[src/hdl/mslo_pkg.sv]
// Purpose: shared constants for the memory strobe lane output block
// Assumes: strobes are active low on the pins
// Notes: owner and pin-function encodings
package mslo_pkg;
  localparam int LANES = 4;
  localparam logic [3:0] LANES_IDLE = 4'hf;
  localparam logic [1:0] GP_HI_IDLE = 2'h3;
  // which controller owns the current access
  typedef enum logic [2:0] {
    MSLO_OWN_NONE = 3'b000,
    MSLO_OWN_CHIPSEL_MACH = 3'b001,
    MSLO_OWN_UMA = 3'b010,
    MSLO_OWN_UMB = 3'b011,
    MSLO_OWN_CARD = 3'b100
  } mslo_owner_t;
  // function of the shared general lines 2 and 3
  typedef enum logic [1:0] {
    MSLO_HI_MACH_A = 2'b00,
    MSLO_HI_MACH_B = 2'b01,
    MSLO_HI_CHIPSEL = 2'b10
  } mslo_hi_sel_t;
endpackage

[src/hdl/mslo_strobe_lanes.sv]
// Purpose: drive lane strobes, byte selects, general lines, card strobes
// Assumes: request inputs come from same-clock controller logic
// Notes: all pins active low, idle high except upper general lines in chip-select mode; lane strobes and upper general lines are shared between functions
`timescale 1ns/100ps
module mslo_strobe_lanes (
  // clock and reset
  input wire logic core_clk,
  input wire logic resetn,
  // access request from the controllers
  input wire logic [2:0] access_owner,
  input wire logic access_active,
  input wire logic access_write,
  input wire logic access_card_io,
  input wire logic [3:0] lane_valid,
  // user machine program words, active high meaning asserted
  input wire logic [3:0] mach_a_select_prog,
  input wire logic [3:0] mach_b_select_prog,
  input wire logic [3:0] mach_a_general_prog,
  input wire logic [3:0] mach_b_general_prog,
  // shared pin configuration and chip-select hits
  input wire logic [1:0] hi_lines_select,
  input wire logic [1:0] chipsel_hit,
  // pins, active low
  output logic lane0_write_strobe_n,
  output logic lane1_write_strobe_n,
  output logic lane2_write_strobe_n,
  output logic lane3_write_strobe_n,
  output logic [3:0] machine_a_lane_selects_n,
  output logic general_line0_n,
  output logic general_line1_n,
  output logic [1:0] general_lines_hi_n
);
  typedef struct packed {
    logic [1:0] rst_sync;
    logic [3:0] shared_lane;
    logic [3:0] a_sel;
    logic gl0;
    logic gl1;
    logic [1:0] ghi;
  } mslo_state_t;

  mslo_state_t st_reg, st_next;
  logic rst_n;
  logic [1:0] rsync_reg;
  logic own_cs, own_a, own_b, own_card;
  logic card_rd_io, card_wr_io, card_rd_mem, card_wr_mem;

  always_ff @(posedge core_clk or negedge resetn) begin
    if (!resetn) begin
      rsync_reg <= 2'h0;
    end else begin
      rsync_reg <= {rsync_reg[0], 1'b1};
    end
  end
  assign rst_n = rsync_reg[1];

  assign own_cs = access_active &&
    access_owner == mslo_pkg::MSLO_OWN_CHIPSEL_MACH;
  assign own_a = access_active && access_owner == mslo_pkg::MSLO_OWN_UMA;
  assign own_b = access_active && access_owner == mslo_pkg::MSLO_OWN_UMB;
  assign own_card = access_active &&
    access_owner == mslo_pkg::MSLO_OWN_CARD;
  assign card_rd_io = own_card && !access_write && access_card_io;
  assign card_wr_io = own_card && access_write && access_card_io;
  assign card_rd_mem = own_card && !access_write && !access_card_io;
  assign card_wr_mem = own_card && access_write && !access_card_io;

  always_comb begin
    st_next = st_reg;
    st_next.rst_sync = 2'h0;
    st_next.shared_lane = mslo_pkg::LANES_IDLE;
    st_next.a_sel = mslo_pkg::LANES_IDLE;
    st_next.gl0 = 1'b1;
    st_next.gl1 = 1'b1;
    st_next.ghi = mslo_pkg::GP_HI_IDLE;
    if (own_cs && access_write) begin
      st_next.shared_lane = ~lane_valid;
    end else if (own_b) begin
      st_next.shared_lane = ~(mach_b_select_prog & lane_valid);
    end else if (own_card) begin
      st_next.shared_lane[0] = !card_rd_io;
      st_next.shared_lane[1] = !card_wr_io;
      st_next.shared_lane[2] = !card_rd_mem;
      st_next.shared_lane[3] = !card_wr_mem;
    end
    if (own_a) begin
      st_next.a_sel = ~(mach_a_select_prog & lane_valid);
    end
    if (own_a) begin
      st_next.gl0 = !mach_a_general_prog[0];
      st_next.gl1 = !mach_a_general_prog[1];
    end else if (own_b) begin
      st_next.gl0 = !mach_b_general_prog[0];
      st_next.gl1 = !mach_b_general_prog[1];
    end else if (own_cs && !access_write) begin
      st_next.gl1 = 1'b0;
    end
    if (hi_lines_select == mslo_pkg::MSLO_HI_CHIPSEL) begin
      st_next.ghi = ~chipsel_hit;
    end else if (hi_lines_select == mslo_pkg::MSLO_HI_MACH_A && own_a) begin
      st_next.ghi = ~mach_a_general_prog[3:2];
    end else if (hi_lines_select == mslo_pkg::MSLO_HI_MACH_B && own_b) begin
      st_next.ghi = ~mach_b_general_prog[3:2];
    end
  end

  always_ff @(posedge core_clk or negedge rst_n) begin
    if (!rst_n) begin
      st_reg <= '{rst_sync: 2'h0, shared_lane: mslo_pkg::LANES_IDLE,
        a_sel: mslo_pkg::LANES_IDLE, gl0: 1'b1, gl1: 1'b1,
        ghi: mslo_pkg::GP_HI_IDLE};
    end else begin
      st_reg <= st_next;
    end
  end

  assign lane0_write_strobe_n = st_reg.shared_lane[0];
  assign lane1_write_strobe_n = st_reg.shared_lane[1];
  assign lane2_write_strobe_n = st_reg.shared_lane[2];
  assign lane3_write_strobe_n = st_reg.shared_lane[3];
  assign machine_a_lane_selects_n = st_reg.a_sel;
  assign general_line0_n = st_reg.gl0;
  assign general_line1_n = st_reg.gl1;
  assign general_lines_hi_n = st_reg.ghi;

  cs_write_lanes_a: assert property (@(posedge core_clk) disable iff (!rst_n)
    own_cs && access_write |=> st_reg.shared_lane == ~$past(lane_valid))
    else $error("chip-select write lanes wrong");
  cs_read_oe_a: assert property (@(posedge core_clk) disable iff (!rst_n)
    own_cs && !access_write |=> !general_line1_n)
    else $error("output enable missing");
  mach_b_sel_a: assert property (@(posedge core_clk) disable iff (!rst_n)
    own_b |=> st_reg.shared_lane ==
      ~($past(mach_b_select_prog) & $past(lane_valid)))
    else $error("machine b select wrong");
  mach_a_sel_a: assert property (@(posedge core_clk) disable iff (!rst_n)
    !own_a |=> machine_a_lane_selects_n == mslo_pkg::LANES_IDLE)
    else $error("machine a select stray");
  card_io_rd_a: assert property (@(posedge core_clk) disable iff (!rst_n)
    card_rd_io |=> !lane0_write_strobe_n && lane2_write_strobe_n)
    else $error("card io read wrong");
  card_io_wr_a: assert property (@(posedge core_clk) disable iff (!rst_n)
    card_wr_io |=> !lane1_write_strobe_n && lane3_write_strobe_n)
    else $error("card io write wrong");
  card_mem_rd_a: assert property (@(posedge core_clk) disable iff (!rst_n)
    card_rd_mem |=> !lane2_write_strobe_n && lane0_write_strobe_n)
    else $error("card memory read wrong");
  card_mem_wr_a: assert property (@(posedge core_clk) disable iff (!rst_n)
    card_wr_mem |=> !lane3_write_strobe_n && lane1_write_strobe_n)
    else $error("card memory write wrong");
  chipsel_hi_a: assert property (@(posedge core_clk) disable iff (!rst_n)
    hi_lines_select == mslo_pkg::MSLO_HI_CHIPSEL |=>
      general_lines_hi_n == ~$past(chipsel_hit))
    else $error("chip select lines wrong");
  idle_high_a: assert property (@(posedge core_clk) disable iff (!rst_n)
    !access_active && hi_lines_select != mslo_pkg::MSLO_HI_CHIPSEL |=>
      st_reg.shared_lane == mslo_pkg::LANES_IDLE &&
      general_lines_hi_n == mslo_pkg::GP_HI_IDLE)
    else $error("idle pins not high");

  // machine a selects follow program, valid lanes only
  mach_a_lanes_a: assert property (@(posedge core_clk) disable iff (!rst_n)
    own_a |=> machine_a_lane_selects_n ==
      ~($past(mach_a_select_prog) & $past(lane_valid)))
    else $error("machine a lanes wrong");

  // general lines 0 and 1 follow the owning machine
  mach_a_gen_a: assert property (@(posedge core_clk) disable iff (!rst_n)
    own_a |=> general_line0_n == !$past(mach_a_general_prog[0]) &&
      general_line1_n == !$past(mach_a_general_prog[1]))
    else $error("machine a general lines wrong");
  mach_b_gen_a: assert property (@(posedge core_clk) disable iff (!rst_n)
    own_b |=> general_line0_n == !$past(mach_b_general_prog[0]) &&
      general_line1_n == !$past(mach_b_general_prog[1]))
    else $error("machine b general lines wrong");

  // upper general lines when configured for a machine
  mach_a_hi_a: assert property (@(posedge core_clk) disable iff (!rst_n)
    own_a && hi_lines_select == mslo_pkg::MSLO_HI_MACH_A |=>
      general_lines_hi_n == ~$past(mach_a_general_prog[3:2]))
    else $error("machine a upper lines wrong");
  mach_b_hi_a: assert property (@(posedge core_clk) disable iff (!rst_n)
    own_b && hi_lines_select == mslo_pkg::MSLO_HI_MACH_B |=>
      general_lines_hi_n == ~$past(mach_b_general_prog[3:2]))
    else $error("machine b upper lines wrong");

  // card access drives exactly one shared strobe
  card_one_strobe_a: assert property (@(posedge core_clk) disable iff (!rst_n)
    own_card |=> $countones(~st_reg.shared_lane) == 1)
    else $error("card strobes not exclusive");

  // chip-select read leaves every write strobe high
  cs_read_quiet_a: assert property (@(posedge core_clk) disable iff (!rst_n)
    own_cs && !access_write |=> st_reg.shared_lane == mslo_pkg::LANES_IDLE)
    else $error("write strobe on read");

  // no access: machine pins stay negated
  no_owner_quiet_a: assert property (@(posedge core_clk) disable iff (!rst_n)
    !access_active |=> general_line0_n && general_line1_n &&
      machine_a_lane_selects_n == mslo_pkg::LANES_IDLE)
    else $error("machine pins active while idle");
endmodule

[config.mk]
export PLATFORM = sky130hd
export DESIGN_NAME = mslo_strobe_lanes
export DESIGN_NICKNAME = d
export VERILOG_FILES = /design/src/hdl/mslo_pkg.sv /design/src/hdl/mslo_strobe_lanes.sv
export SDC_FILE = /design/constraint.sdc
export NUM_CORES = 1
export LEC_CHECK = 0
export BUFFER_PORTS_ARGS = -buffer_cell sky130_fd_sc_hd__clkbuf_2
export CORE_UTILIZATION = 39
export CTS_CLUSTER_SIZE = 30
export DETAILED_ROUTE_END_ITERATION = 10
export MAX_ROUTING_LAYER = met4
export PLACE_DENSITY = 0.76
export SYNTH_ARGS = -nofsm -noshare
export SYNTH_HDL_FRONTEND = slang
export SYNTH_SLANG_ARGS = --single-unit
[constraint.sdc]
create_clock -name core_clk -period 0.8 [get_ports core_clk]
set_input_delay 0.08 -clock core_clk [delete_from_list [all_inputs] [get_ports core_clk]]
set_output_delay 0.08 -clock core_clk [all_outputs]
set_load 0.02 [all_outputs]
**Word level (Yosys, flattened, before mapping)**

Index checks and enable logic that the tools add are counted.

- Reduce and logical (&&, ||, !) cells: 25
- Equal/unequal tests: 6
- Bitwise logic cells: 8
- Multiplexer cells: 11

Operator list:

| cell | count |
|---|---|
| two-way mux 4 bit | 4 |
| logical AND 1 bit | 14 |
| inverter 4 bit | 3 |
| zero test 1 bit | 10 |
| bitwise AND 4 bit | 2 |
| two-way mux 2 bit | 4 |
| == test 3 x 2 -> 1 bit (second input constant) | 2 |
| inverter 2 bit | 3 |
| == test 3 x 1 -> 1 bit (second input constant) | 1 |
| == test 3 bit (second input constant) | 1 |
| two-way mux 1 bit | 3 |
| == test 2 x 1 -> 1 bit (second input constant) | 1 |
| == test 2 bit (second input constant) | 1 |
| zero test 2 bit | 1 |

- Output and inout port bits: 12
- Bits of input ports: 32
- Logic and storage cells: 56
- Bits in registers: 14

**Longest topological paths before layout**

- Word-level depth: 8
- Depth in mapped cells: 4

**Worst setup path before layout**

No wires, ideal clock.

- Path kind: input -> register
- Start: in access_owner[0]
- End: reg st_reg (netlist bit general_lines_hi_n[0])
- Stages on the path: 4
- Path slack: -0.007 ns
- Data required time: 0.718 ns
- Buffers on the path: 1
- Data arrival time: 0.725 ns
- Path through: buf_6 > and2_4 > a22o_2 > a22oi_1

RTL lines:

| what | RTL line | RTL |
|---|---|---|
| start, declared | mslo_strobe_lanes.sv:10 | `input wire logic [2:0] access_owner,` |
| end signal, assigned | mslo_strobe_lanes.sv:109 | `st_reg <= '{rst_sync: 2'h0, shared_lane: mslo_pkg::LANES_IDLE,` |
| end signal, assigned | mslo_strobe_lanes.sv:113 | `st_reg <= st_next;` |
| end, declared | mslo_strobe_lanes.sv:42 | `mslo_state_t st_reg, st_next;` |

**Worst setup path in the final report**

- Start: reg st_reg (netlist bit general_lines_hi_n[0])
- End: out general_lines_hi_n[0]

RTL lines:

| what | RTL line | RTL |
|---|---|---|
| end, declared | mslo_strobe_lanes.sv:31 | `output logic [1:0] general_lines_hi_n` |

No word-level cell between the ends.

==> results.ini <==
[worst_setup_path]
critPathTopFamily=flip-flops
worstPathMaxFanout=1
cp.buffers_inverters=1
end_kind=primary output
worstSetupStartpointType=register
critPathArrivalTime_ns=0.94
slowest_stage=dfstp_2
crit_type=reg2out
crit_required_ns=0.72
cpPeakStageDelay_ns=0.55
crit_chain=buf_8

[timing]
setup_viol=12
fin_ws_ns=-0.222
layout_min_cycle_time_ns=1.02
maxSlewViolCount=0
setup_tns_ns=-2.55
final.period_utilization_pct=128
clock_skew_ns=0.00117
finalHoldViolations=0
rsz0062_at_grt=true
fmax_mhz=979
hold_slack_ns=0.0394

[floorplanning]
dieArea_um2=1820
io_pins=44
rows=14
chipWidth_um=42.6
start_util_pct=42.2
core_um2=1520
die_h_um=42.6

[synth]
synthCells=57
netlist_area_um2=643
yosys.cell_types.count=24
ys_seq_elements=14
synth_fp_nets=89
yosys_warnings=0
avgSynthCellArea_um2=11.3
ys_seq_area_share_pct=56.8

[grt]
grt-ovfl-total=0
grt_pass1_vias=712
antenna_found_initial=0
grt_max_degree=13
grt_pass1_wl_mm=2.82
gr-usage-all-layers_pct=21.4

[finish]
layout_common_cells=31 x clkbuf_2, 12 x dfstp_2, 12 x buf_8, 11 x dlygate4sd3_1
antenna_cells=0
fin_cells=134
nets=151
final_common_cell=clkbuf_2
final_cell_area_um2=1160
fillers=101
final_core_util_pct=76.4
area_delta_synth_final_pct=81.1
layout-drive-gt1-share_pct=59.3
largest_reg_flops=4

[pwr]
power.total_mw=1.58
p_per_area_nw_per_um2=1360
irDropWorstVdd_mv=0.762
p_leak_nw=0.546

[outcome]
violations=setup timing
status=finished with violations

[placement]
placed_area_um2=898
post-place-ws_ns=-0.0801
gp_congestion=0.836
port_buffers=43
dpl.cell_count=119
dp_hpwl_mm=1.22

[flow_run]
cap_violations=0

[routing]
drt_iter0_drc=12
vias_per_cell=4.93
drtPass1Iterations=4
vias=660
drc=0
drt-total-wl_mm=1.75
ant_nets=0
wl_per_cell_um=13.1

[clocking]
clk_transition_reported_paths_ns=0.09
cts_made_buffers=3
htreeDepth=1
cts_root_buffer=clkbuf_4
cts_sinks=14
clock_latency_ns=0.28
postCtsSetupRepairBufs=0
cts_tree=built
ctsLongestPathBuffers=2

[worst_hold_path]
min_path_type=in2reg

-- repair_timing --
item | in CTS | in global routing
pin swaps | 0 | 0
hold buffers | 11 | 0
gates resized for setup | 22 | 12
setup endpoints to repair | 12 | 12
cloned | 0 | 0
hold endpoints to repair | 11 | 0
-- power by group --
| part | switching [mW] | internal [mW] |
|---|---|---|
| registers | 0.0220 | 0.741 |
| logic | 0.117 | 0.182 |
| clock network | 0.241 | 0.277 |
| total | 0.380 | 1.20 |
-- cell families (layout without fill, tap and decap cells) --
logic type,after synthesis,count (layout),share of synthesized area (%)
compound gates,13,13,14.2
other cells,1,1,0.583
simple gates,23,23,20.4
flops,14,14,56.8
buf+inv,4,65,4.67
mux,2,2,3.31
-- synthesized netlist by cell type --
cell	n	share of area, %
dfstp_2	12	49
nand2_1	5	2.9
nand3_1	5	3.9
a21oi_1	4	3.1
nor2_1	3	1.8
nor2b_1	3	2.9
a22o_2	2	3.1
a22oi_1	2	2.3
buf_6	2	3.5
dfrtp_1	2	7.8
inv_1	2	1.2
nand3b_1	2	2.3
nor3b_1	2	2.3
a211oi_1	1	1.2
a2bb2oi_1	1	1.4
a31oi_1	1	0.97
a32oi_1	1	1.4
and2_4	1	1.4
and4bb_2	1	1.9
conb_1	1	0.58
mux2_2	1	1.8
mux2i_1	1	1.6
nand2b_1	1	0.97
o21ai_0	1	0.78
-- layout make-up --
| class | count | area [µm²] | area share (%) |
|---|---|---|---|
| sequential | 14 | 365 | 31.4 |
| clock buffer | 4 | 36.3 | 3.11 |
| tap | 16 | 20.0 | 1.72 |
| inverter | 2 | 7.51 | 0.644 |
| multi-input combinational | 39 | 253 | 21.7 |
| timing repair buffer | 59 | 483 | 41.5 |
-- metal layers --
| layer | vias to the layer above | share of wire, % | track usage [%] |
|---|---|---|---|
| met5 | - | 0 | - |
| met4 | 0 | 1.0 | 12.5 |
| met3 | 3 | 3.5 | 1.72 |
| met2 | 20 | 56 | 38.8 |
| met1 | 315 | 39 | 22.5 |
| li1 | 322 | - | - |
-- path summary, 6_finish.rpt --
check	endpoint	cells after the start	slack, ns	startpoint
hold / removal	lane1_write_strobe_n	2	0.04	access_card_io
min in group asynchronous	rsync_reg[1]	2	0.13	resetn
setup reg to reg	general_line1_n	0	0.25	rsync_reg[1]
hold reg to reg	rsync_reg[1]	0	0.36	rsync_reg[0]
max in group asynchronous	general_line1_n	0	0.25	rsync_reg[1]
setup / recovery	general_lines_hi_n[0]	1	-0.22	general_lines_hi_n[0]
Power figures use the tool's default switching activity.
